## config.mk

```make
export PLATFORM = sky130hd
export DESIGN_NAME = csw_top
export DESIGN_NICKNAME = d
export VERILOG_FILES = /design/src/csw_pkg.sv /design/src/csw_timebase.sv /design/src/csw_channel.sv /design/src/csw_top.sv
export SDC_FILE = /design/constraint.sdc
export NUM_CORES = 2
export LEC_CHECK = 0
export ABC_AREA = 1
export BUFFER_PORTS_ARGS = -buffer_cell sky130_fd_sc_hd__buf_2
export CORE_UTILIZATION = 54
export DETAILED_ROUTE_END_ITERATION = 12
export GPL_TIMING_DRIVEN = 0
export MAX_ROUTING_LAYER = met4
export PLACE_DENSITY = 0.74
export SLEW_MARGIN = 0
export SYNTH_ARGS = -nofsm -noshare
export SYNTH_HDL_FRONTEND = slang
export SYNTH_SLANG_ARGS = --single-unit
```

## constraint.sdc

```tcl
create_clock -name clk -period 7.41 [get_ports clk]
set_input_delay 1.482 -clock clk [delete_from_list [all_inputs] [get_ports clk]]
set_output_delay 1.482 -clock clk [all_outputs]
set_load 0.01 [all_outputs]
```

## src/csw_pkg.sv

```systemverilog
// Constants and types shared by the counter square-wave generator.
package csw_pkg;

  // ----------------------------------------------------------------
  // Sizes and timing
  // ----------------------------------------------------------------
  localparam int CSW_NUM_CH = 5;
  localparam int CSW_NUM_BASE = 5;
  localparam int CSW_CLK_HZ = 25_000_000;
  localparam int CSW_SRC_HZ = 1_000_000;
  localparam int CSW_PRE_DIV = CSW_CLK_HZ / CSW_SRC_HZ;
  localparam int CSW_DECADE = 10;
  localparam int CSW_BASE_SAMPLE_US = 1000;
  localparam int CSW_BASE_SAMPLE_CYC =
    CSW_BASE_SAMPLE_US * (CSW_CLK_HZ / 1_000_000);

  // ----------------------------------------------------------------
  // Address map
  // ----------------------------------------------------------------
  localparam int CSW_AW = 12;
  localparam int CSW_WIN_LSB = 7;
  localparam logic [11:0] CSW_DEF_BASE = 12'h300;
  localparam logic [6:0] CSW_OFF_CTRL = 7'h00;
  localparam logic [6:0] CSW_OFF_SAMPLE = 7'h04;
  localparam logic [6:0] CSW_OFF_STATUS = 7'h08;
  localparam logic [2:0] CSW_CH_FIRST = 3'h2;
  localparam logic [2:0] CSW_CH_LAST = 3'h6;
  localparam logic [1:0] CSW_SUB_CFG = 2'h0;
  localparam logic [1:0] CSW_SUB_RATE = 2'h1;
  localparam logic [1:0] CSW_SUB_DUTY = 2'h2;
  localparam logic [1:0] CSW_SUB_ARM = 2'h3;

  // ----------------------------------------------------------------
  // Field positions and reset values
  // ----------------------------------------------------------------
  localparam int CSW_CTRL_RUN_POS = 0;
  localparam int CSW_ST_ARMED_POS = 0;
  localparam int CSW_ST_OUT_POS = 8;
  localparam int CSW_ST_BASE_POS = 16;
  localparam int CSW_CFG_W = 7;
  localparam logic [6:0] CSW_RST_CFG = 7'h00;
  localparam logic [15:0] CSW_RST_RATE = 16'h0000;
  localparam logic [16:0] CSW_RST_DUTY = 17'h0_8000;
  localparam logic [15:0] CSW_RST_ARM = 16'h0000;
  localparam logic [7:0] CSW_RST_MULT = 8'h00;
  localparam logic [15:0] CSW_ARM_HALF = 16'h8000;
  localparam logic [16:0] CSW_DUTY_ONE = 17'h1_0000;

  // ----------------------------------------------------------------
  // Types
  // ----------------------------------------------------------------
  typedef enum logic {csw_mode_pwm, csw_mode_fm} csw_mode_t;
  typedef enum logic [2:0] {
    base_freq_sel_1mhz,
    base_freq_sel_100khz,
    base_freq_sel_10khz,
    base_freq_sel_1khz,
    base_freq_sel_100hz
  } csw_base_t;
  typedef struct packed {
    logic has_arm;
    logic idle_high;
    logic high_first;
    csw_base_t base_sel;
    csw_mode_t mode;
  } csw_cfg_t;
  typedef struct packed {
    logic [15:0] rate;
    logic [16:0] duty;
    logic [15:0] arm_val;
  } csw_chan_t;

endpackage : csw_pkg

```

## src/csw_timebase.sv

```systemverilog
// Divider chain that makes the five base-frequency ticks.
`timescale 1ns/1ns
module csw_timebase
  import csw_pkg::*;
(
  input wire logic clk,
  input wire logic rst_n,
  output logic [CSW_NUM_BASE-1:0] tick_q
);

  // ----------------------------------------------------------------
  // 1 MHz source from the system clock
  // ----------------------------------------------------------------
  logic [4:0] pre_q;
  logic src_q;
  always_ff @(posedge clk or negedge rst_n) begin
    if (!rst_n) begin
      pre_q <= 5'h00;
      src_q <= 1'b0;
    end else begin
      src_q <= (pre_q == 5'(CSW_PRE_DIV - 1));
      if (pre_q == 5'(CSW_PRE_DIV - 1)) begin
        pre_q <= 5'h00;
      end else begin
        pre_q <= pre_q + 5'h01;
      end
    end
  end
  assign tick_q[0] = src_q;

  // ----------------------------------------------------------------
  // Decade stages
  // ----------------------------------------------------------------
  for (genvar i = 1; i < CSW_NUM_BASE; i++) begin : g_dec
    logic [3:0] cnt_q;
    logic t_q;
    always_ff @(posedge clk or negedge rst_n) begin
      if (!rst_n) begin
        cnt_q <= 4'h0;
        t_q <= 1'b0;
      end else begin
        t_q <= tick_q[i-1] && (cnt_q == 4'(CSW_DECADE - 1));
        if (tick_q[i-1]) begin
          cnt_q <= (cnt_q == 4'(CSW_DECADE - 1)) ? 4'h0 : cnt_q + 4'h1;
        end
      end
    end
    assign tick_q[i] = t_q;
  end

endmodule : csw_timebase

```

## src/csw_channel.sv

```systemverilog
// One counter channel: sampling, arming and waveform generation.
`timescale 1ns/1ns
module csw_channel
  import csw_pkg::*;
(
  input wire logic clk,
  input wire logic rst_n,
  input wire logic [CSW_NUM_BASE-1:0] tick,
  input wire logic sample_stb,
  input wire logic run,
  input wire csw_cfg_t cfg,
  input wire csw_chan_t set,
  output logic armed_q,
  output logic out_q
);

  logic [15:0] phase_q;
  logic [15:0] rate_q;
  logic [16:0] duty_q;
  logic armed_d;
  logic base_tick;
  logic level;

  // ----------------------------------------------------------------
  // Base selection, arming and level
  // ----------------------------------------------------------------
  always_comb begin
    unique case (cfg.base_sel)
      base_freq_sel_1mhz: base_tick = tick[0];
      base_freq_sel_100khz: base_tick = tick[1];
      base_freq_sel_10khz: base_tick = tick[2];
      base_freq_sel_1khz: base_tick = tick[3];
      base_freq_sel_100hz: base_tick = tick[4];
      default: base_tick = tick[0];
    endcase
  end

  assign armed_d = run & (~cfg.has_arm | (set.arm_val >= CSW_ARM_HALF));
  // Duty always sizes the high part; low-first just mirrors it.
  assign level = cfg.high_first ? ({1'b0, phase_q} < duty_q)
                                : ({1'b0, phase_q} >= (CSW_DUTY_ONE - duty_q));

  // ----------------------------------------------------------------
  // Registers
  // ----------------------------------------------------------------
  always_ff @(posedge clk or negedge rst_n) begin
    if (!rst_n) begin
      armed_q <= 1'b0;
    end else begin
      armed_q <= armed_d;
    end
  end

  // Values are loaded while stopped so a run starts with settled inputs.
  always_ff @(posedge clk or negedge rst_n) begin
    if (!rst_n) begin
      rate_q <= CSW_RST_RATE;
      duty_q <= CSW_RST_DUTY;
    end else if (!run) begin
      rate_q <= set.rate;
      duty_q <= set.duty;
    end else if (sample_stb) begin
      if (cfg.mode == csw_mode_pwm) begin
        duty_q <= set.duty;
      end else begin
        rate_q <= set.rate;
      end
    end
  end

  always_ff @(posedge clk or negedge rst_n) begin
    if (!rst_n) begin
      phase_q <= 16'h0000;
    end else if (armed_d && !armed_q) begin
      phase_q <= 16'h0000;
    end else if (armed_q && base_tick) begin
      phase_q <= phase_q + rate_q;
    end
  end

  always_ff @(posedge clk or negedge rst_n) begin
    if (!rst_n) begin
      out_q <= 1'b0;
    end else begin
      out_q <= armed_q ? level : cfg.idle_high;
    end
  end
endmodule : csw_channel

```

## src/csw_top.sv

```systemverilog
// Top level of the counter square-wave generator with its APB slave.
`timescale 1ns/1ns
// Notes on behaviour
// - Each channel counts one of five bases: 1 MHz, 100 kHz, 10 kHz, 1 kHz, 100 Hz.
// - All bases come from one 1 MHz source; no 5 MHz source is used.
// - Pulse-width mode keeps the period fixed and takes the duty from 0 to 1.
// - Output frequency equals the selected base times the relative frequency.
// - High-first sequence starts each period with the high part.
// - Low-first sequence starts each period with the low part.
// - The duty value always sets the length of the high part.
// - A disarmed channel holds its output at a chosen static level.
// - Without an arm input a channel is armed exactly while running.
// - With an arm input a channel is armed at 0.5 or more and while running.
// - Frequency mode holds the duty constant while running.
// - Each channel drives its own output pin.
// - While running, inputs are taken once per sample period, a multiple of the base time.
// - Five independent channels, each set up on its own.
// - Accesses decode against a switch-set base address such as 0x300.
module csw_top
  import csw_pkg::*;
#(
  parameter int SAMPLE_CYC = CSW_BASE_SAMPLE_CYC
)(
  input wire logic clk,
  input wire logic rst_n,
  input wire logic psel,
  input wire logic penable,
  input wire logic pwrite,
  input wire logic [CSW_AW-1:0] paddr,
  input wire logic [31:0] pwdata,
  output logic pready,
  output logic [31:0] prdata,
  output logic pslverr,
  input wire logic [CSW_AW-1:0] base_sw,
  output logic [CSW_NUM_CH-1:0] ch_out
);

  // ----------------------------------------------------------------
  // Declarations
  // ----------------------------------------------------------------
  logic pready_q;
  logic [31:0] prdata_q;
  logic pslverr_q;
  logic run_q;
  logic [7:0] mult_q;
  csw_cfg_t cfg_q [CSW_NUM_CH];
  csw_chan_t chan_q [CSW_NUM_CH];
  logic [CSW_AW-1:0] sw1_q;
  logic [CSW_AW-1:0] sw2_q;
  logic [CSW_AW-1:0] sw3_q;
  logic [CSW_AW-1:0] base_q;
  logic [31:0] bs_cnt_q;
  logic [7:0] mult_cnt_q;
  logic sample_stb_q;
  logic [CSW_NUM_BASE-1:0] tick;
  logic [CSW_NUM_CH-1:0] ch_armed;
  logic acc;
  logic answer;
  logic done;
  logic hit;
  logic ch_hit;
  logic wr_ok;
  logic valid_d;
  logic [31:0] rdata_d;
  logic [6:0] off;
  logic [2:0] ch_sel;

  assign pready = pready_q;
  assign prdata = prdata_q;
  assign pslverr = pslverr_q;

  // ----------------------------------------------------------------
  // Base address switches
  // ----------------------------------------------------------------
  // Switches are static in use; three stages still keep a moving
  // switch from feeding a half-settled address into the decode.
  always_ff @(posedge clk or negedge rst_n) begin
    if (!rst_n) begin
      sw1_q <= CSW_DEF_BASE;
      sw2_q <= CSW_DEF_BASE;
      sw3_q <= CSW_DEF_BASE;
    end else begin
      sw1_q <= base_sw;
      sw2_q <= sw1_q;
      sw3_q <= sw2_q;
    end
  end

  always_ff @(posedge clk or negedge rst_n) begin
    if (!rst_n) begin
      base_q <= CSW_DEF_BASE;
    end else if (sw2_q == sw3_q) begin
      base_q <= sw3_q;
    end
  end

  // ----------------------------------------------------------------
  // Address decode
  // ----------------------------------------------------------------
  assign acc = psel & penable;
  assign answer = acc & ~pready_q;
  assign done = acc & pready_q;
  assign off = paddr[6:0];
  assign hit = (paddr[CSW_AW-1:CSW_WIN_LSB] == base_q[CSW_AW-1:CSW_WIN_LSB]);
  assign ch_hit = (off[6:4] >= CSW_CH_FIRST) && (off[6:4] <= CSW_CH_LAST);
  assign ch_sel = off[6:4] - CSW_CH_FIRST;
  assign wr_ok = done & pwrite & valid_d;

  always_comb begin
    rdata_d = 32'h0000_0000;
    valid_d = 1'b0;
    if (hit && paddr[1:0] == 2'b00) begin
      if (ch_hit) begin
        valid_d = 1'b1;
        unique case (off[3:2])
          CSW_SUB_CFG: begin
            rdata_d[CSW_CFG_W-1:0] = cfg_q[ch_sel];
          end
          CSW_SUB_RATE: begin
            rdata_d[15:0] = chan_q[ch_sel].rate;
          end
          CSW_SUB_DUTY: begin
            rdata_d[16:0] = chan_q[ch_sel].duty;
          end
          CSW_SUB_ARM: begin
            rdata_d[15:0] = chan_q[ch_sel].arm_val;
          end
        endcase
      end else begin
        unique case (off)
          CSW_OFF_CTRL: begin
            valid_d = 1'b1;
            rdata_d[CSW_CTRL_RUN_POS] = run_q;
          end
          CSW_OFF_SAMPLE: begin
            valid_d = 1'b1;
            rdata_d[7:0] = mult_q;
          end
          CSW_OFF_STATUS: begin
            valid_d = 1'b1;
            rdata_d[CSW_ST_ARMED_POS +: CSW_NUM_CH] = ch_armed;
            rdata_d[CSW_ST_OUT_POS +: CSW_NUM_CH] = ch_out;
            rdata_d[CSW_ST_BASE_POS +: CSW_AW] = base_q;
          end
          default: begin
            valid_d = 1'b0;
          end
        endcase
      end
    end
  end

  // ----------------------------------------------------------------
  // APB answer
  // ----------------------------------------------------------------
  // One wait state on every access keeps prdata a plain flop output.
  always_ff @(posedge clk or negedge rst_n) begin
    if (!rst_n) begin
      pready_q <= 1'b0;
    end else begin
      pready_q <= answer;
    end
  end

  always_ff @(posedge clk or negedge rst_n) begin
    if (!rst_n) begin
      prdata_q <= 32'h0000_0000;
    end else if (answer) begin
      prdata_q <= pwrite ? 32'h0000_0000 : rdata_d;
    end
  end

  always_ff @(posedge clk or negedge rst_n) begin
    if (!rst_n) begin
      pslverr_q <= 1'b0;
    end else begin
      pslverr_q <= answer & ~valid_d;
    end
  end

  // ----------------------------------------------------------------
  // Global registers
  // ----------------------------------------------------------------
  always_ff @(posedge clk or negedge rst_n) begin
    if (!rst_n) begin
      run_q <= 1'b0;
    end else if (wr_ok && !ch_hit && off == CSW_OFF_CTRL) begin
      run_q <= pwdata[CSW_CTRL_RUN_POS];
    end
  end

  always_ff @(posedge clk or negedge rst_n) begin
    if (!rst_n) begin
      mult_q <= CSW_RST_MULT;
    end else if (wr_ok && !ch_hit && off == CSW_OFF_SAMPLE) begin
      mult_q <= pwdata[7:0];
    end
  end

  // ----------------------------------------------------------------
  // Sample period
  // ----------------------------------------------------------------
  always_ff @(posedge clk or negedge rst_n) begin
    if (!rst_n) begin
      bs_cnt_q <= 32'h0000_0000;
    end else if (bs_cnt_q >= 32'(SAMPLE_CYC - 1)) begin
      bs_cnt_q <= 32'h0000_0000;
    end else begin
      bs_cnt_q <= bs_cnt_q + 32'h0000_0001;
    end
  end

  // The sample period is (mult + 1) base sample times.
  always_ff @(posedge clk or negedge rst_n) begin
    if (!rst_n) begin
      mult_cnt_q <= 8'h00;
      sample_stb_q <= 1'b0;
    end else begin
      sample_stb_q <= 1'b0;
      if (bs_cnt_q >= 32'(SAMPLE_CYC - 1)) begin
        if (mult_cnt_q >= mult_q) begin
          mult_cnt_q <= 8'h00;
          sample_stb_q <= 1'b1;
        end else begin
          mult_cnt_q <= mult_cnt_q + 8'h01;
        end
      end
    end
  end

  // ----------------------------------------------------------------
  // Timebase and channels
  // ----------------------------------------------------------------
  csw_timebase u_tb (
    .clk(clk),
    .rst_n(rst_n),
    .tick_q(tick)
  );

  for (genvar i = 0; i < CSW_NUM_CH; i++) begin : g_ch
    logic we;
    assign we = wr_ok && ch_hit && ch_sel == 3'(i);

    always_ff @(posedge clk or negedge rst_n) begin
      if (!rst_n) begin
        cfg_q[i] <= csw_cfg_t'(CSW_RST_CFG);
        chan_q[i].rate <= CSW_RST_RATE;
        chan_q[i].duty <= CSW_RST_DUTY;
        chan_q[i].arm_val <= CSW_RST_ARM;
      end else if (we) begin
        unique case (off[3:2])
          CSW_SUB_CFG: begin
            cfg_q[i] <= csw_cfg_t'(pwdata[CSW_CFG_W-1:0]);
          end
          CSW_SUB_RATE: begin
            chan_q[i].rate <= pwdata[15:0];
          end
          CSW_SUB_DUTY: begin
            chan_q[i].duty <= pwdata[16:0];
          end
          CSW_SUB_ARM: begin
            chan_q[i].arm_val <= pwdata[15:0];
          end
        endcase
      end
    end

    csw_channel u_ch (
      .clk(clk),
      .rst_n(rst_n),
      .tick(tick),
      .sample_stb(sample_stb_q),
      .run(run_q),
      .cfg(cfg_q[i]),
      .set(chan_q[i]),
      .armed_q(ch_armed[i]),
      .out_q(ch_out[i])
    );
  end

  // ----------------------------------------------------------------
  // Checks
  // ----------------------------------------------------------------
  logic [7:0] gap_q;
  logic gap_seen_q;
  logic [3:0] dec_q;
  logic dec_seen_q;

  always_ff @(posedge clk or negedge rst_n) begin
    if (!rst_n) begin
      gap_q <= 8'h00;
      gap_seen_q <= 1'b0;
    end else if (tick[0]) begin
      gap_q <= 8'h00;
      gap_seen_q <= 1'b1;
    end else if (gap_q != 8'hff) begin
      gap_q <= gap_q + 8'h01;
    end
  end

  always_ff @(posedge clk or negedge rst_n) begin
    if (!rst_n) begin
      dec_q <= 4'h0;
      dec_seen_q <= 1'b0;
    end else if (tick[1]) begin
      dec_q <= 4'h0;
      dec_seen_q <= 1'b1;
    end else if (tick[0]) begin
      dec_q <= dec_q + 4'h1;
    end
  end
endmodule : csw_top

```

==> results.json <==
{
  "outcome": "complete, no violations",
  "reg2reg_slack_ns": 3.80,
  "cp_max_fo": 10,
  "cts_tree": "yes",
  "grt_max_degree": 126,
  "placed_area_sq_um": 39500,
  "async_flop_share_pct": 100,
  "utilization_pct": 61.4,
  "drc": 0,
  "hpwl_um": 87300,
  "cts_buffers": 76,
  "rr_worst_depth": 21,
  "routed-via-count": 33000,
  "power_density_nw_per_um2": 194,
  "whs_endpoint": "sw2_q[0]$_DFF_PN0_",
  "fillers": 6011,
  "netlist_area_sq_um": 37700,
  "grt_usage_pct": 34.0,
  "clock-sinks": 689,
  "coreArea_sq_um": 68800,
  "synth_area_leaders": "dfrtp_1 (45%), nand2_1 (15%), ha_1 (8.3%), o21ai_0 (5.1%), nand3_1 (3.2%)",
  "ant_nets": 0,
  "postCtsHoldBufs": 0,
  "clock.fmax_mhz": 252,
  "reg2reg_from": "g_ch[0].u_ch.duty_q[1]$_DFFE_PN0P_",
  "start_util_pct": 54.8,
  "die_area_sq_um": 70900,
  "yosysWarnings": 0,
  "maxSlewHeadroom_pct": 26.2,
  "min_delay_path_depth": 0,
  "synth-edff-count": 0,
  "clkTransAtPathRegs_ns": 0.06,
  "fin_skew_ns": 0.0492,
  "final_common_cell": "nand2_1",
  "critPathLaunchType": "primary input",
  "postLayoutCellArea_sq_um": 42300,
  "grt_pass1_wl_um": 179000,
  "rows": 96,
  "grt_overflow": 0,
  "vdd_drop_max_uv": 215,
  "ys.flop_type": "dfrtp_1",
  "boundaryPins": 100,
  "worstMarginPinSlew_ns": 1.11,
  "ys_types": 55,
  "crit_arrival_ns": 4.56,
  "antenna_found_initial": 5,
  "layout_min_cycle_time_ns": 3.97,
  "synth-seq-area-share_pct": 45.8,
  "cts_resized": 0,
  "slew_violations": 0,
  "worstSetupPathType": "in -> reg",
  "p_leak_uw": 0.0219,
  "rsz0062_at_grt": "false",
  "clockRootBuffer": "clkbuf_16",
  "die_w_um": 266,
  "worstSkewPairLatency_ns": 0.67,
  "post_cts_buffers": 0,
  "syn_to_final_growth_pct": 12.0,
  "synth_top_area_share_pct": 44.5,
  "hp-class": "reg -> reg",
  "portBuffers": 79,
  "drive_above_1_share_pct": 8.50,
  "wl_per_cell_um": 20.2,
  "die_h_um": 266,
  "place.gp.congestion": 1.07,
  "drt_pass1_iterations": 6,
  "synthCells": 4577,
  "cap_violations": 0,
  "drt-vias-per-instance": 5.72,
  "yosys.area.top_type": "dfrtp_1",
  "nNetsFinal": 5075,
  "finalHoldViolCount": 0,
  "period_share_pct": 53.6,
  "drt_iter0_drc": 3516,
  "synth.avg_cell_area_sq_um": 8.24,
  "ys_seq_elements": 689,
  "drt-total-wl_um": 116000,
  "hold_path_startpoint": "sw1_q[0]$_DFF_PN0_",
  "cts.path.max_buffers": 3,
  "setup_viol": 0,
  "endpoint_kind": "register",
  "worstPathRequired_ns": 8.00,
  "timing.rr.end": "g_ch[0].u_ch.out_q$_DFF_PN0_",
  "grt_pass1_vias": 31500,
  "h-tree-depth": 3,
  "final_cell_mix": "nand2_1 (1534), dfrtp_1 (671), o21ai_0 (387)"
}
## logic make-up (layout without fill, tap and decap cells)
group	Yosys count	after routing	synth area share, %
compound gates	781	781	11.1
fa+ha+maj	254	254	8.53
mux	80	80	2.39
buf+inv	505	731	5.49
flops	689	689	45.8
other cells	1	26	0.00994
xor+xnor	115	115	2.67
simple gates	2152	2152	24.0
## metal layers
| metal | part of all wire [%] | routed length, um | global-route usage, % |
|---|---|---|---|
| met3 | 8.4 | 9750 | 6.71 |
| met2 | 45 | 51800 | 51.1 |
| met1 | 41 | 48000 | 43.8 |
| met4 | 5.8 | 6700 | 17.0 |
| met5 | 0 | 0 | - |
## sequential cells by signal, summed over array words and instances, names as in the netlist, 4 cells and up
name               flops
prdata                28
u_tb.g_dec.t_q         4
chan_q               245
sw2_q                 12
mult_q                 8
g_ch.u_ch.phase_q     80
sw3_q                 12
g_ch.u_ch.rate_q      80
u_tb.pre_q             5
sw1_q                 12
mult_cnt_q             8
u_tb.g_dec.cnt_q      16
g_ch.u_ch.armed_q      5
g_ch.u_ch.out_q        5
base_q                12
g_ch.u_ch.duty_q      85
bs_cnt_q              32
cfg_q                 35
## cell type report
class,count,area (sq um),area share (%)
buffer,178,842,1.99
antenna,5,12.5,0.0296
clock inverter,30,517,1.22
clock buffer,111,2200,5.21
inverter,327,1230,2.90
sequential,689,17300,40.9
timing repair buffer,85,571,1.35
multi-input combinational,3403,18500,43.7
tap,931,1160,2.76
## cell usage after synthesis (13+ instances only)
master       n
nand2_1   1534
dfrtp_1    671
o21ai_0    387
inv_1      312
ha_1       249
nand3_1    244
a21oi_1    227
nor2_1     200
clkbuf_1   119
xor2_1      96
mux2_2      80
nand4_1     66
o21ai_1     59
nor3_1      38
buf_2       31
a21o_1      23
xnor2_1     19
dfstp_2     18
buf_6       13
## where the power goes
part / total (uW) / switching (uW) / internal [uW] / leakage, uW
clock: 4090 / 1700 / 2390 / 0.00132
combinational: 303 / 252 / 51.1 / 0.0112
sequential: 3790 / 8.46 / 3780 / 0.00944
total: 8180 / 1960 / 6220 / 0.0219
## worst max path at each step
stage                     startpoint                 endpoint  depth (start not counted)  slack, ns
final                       paddr[5]   prdata[16]$_DFFE_PN0P_                         11       3.44
after global routing        paddr[5]   prdata[16]$_DFFE_PN0P_                         11       3.49
after CTS                   paddr[5]  chan_q[224]$_DFFE_PN0P_                         10       3.69
after detailed placement    paddr[5]   prdata[16]$_DFFE_PN0P_                         11       3.05
after global placement         rst_n       sw1_q[1]$_DFF_PN0_                          1      -9.90
after floorplan             paddr[5]    cfg_q[15]$_DFFE_PN0P_                          9       4.10
## critical path, stage by stage
cell,delay (ns)
buf_2,0.16
inv_2,0.19
nand2_1,0.34
clkinv_1,0.27
clkbuf_1,0.65
a22oi_1,0.29
a21oi_1,0.39
a21oi_1,0.13
o21ai_0,0.46
nand2_1,0.11
nand2_1,0.08
## stage by stage
stage	setup TNS [ns]	worst slack, ns	std cells	total power, uW	hold WS [ns]
6_report	0	3.44	5759	8180	0.348
5_1_grt	0	3.49	5759	8390	0.349
2_1_floorplan	0	4.10	4597	3970	0.331
4_1_cts	0	3.69	5754	8200	0.350
3_5_place_dp	0	3.05	5613	4150	0.337
3_3_place_gp	-6648.40	-9.90	5607	4140	0.331
Power figures use the tool's default switching activity.
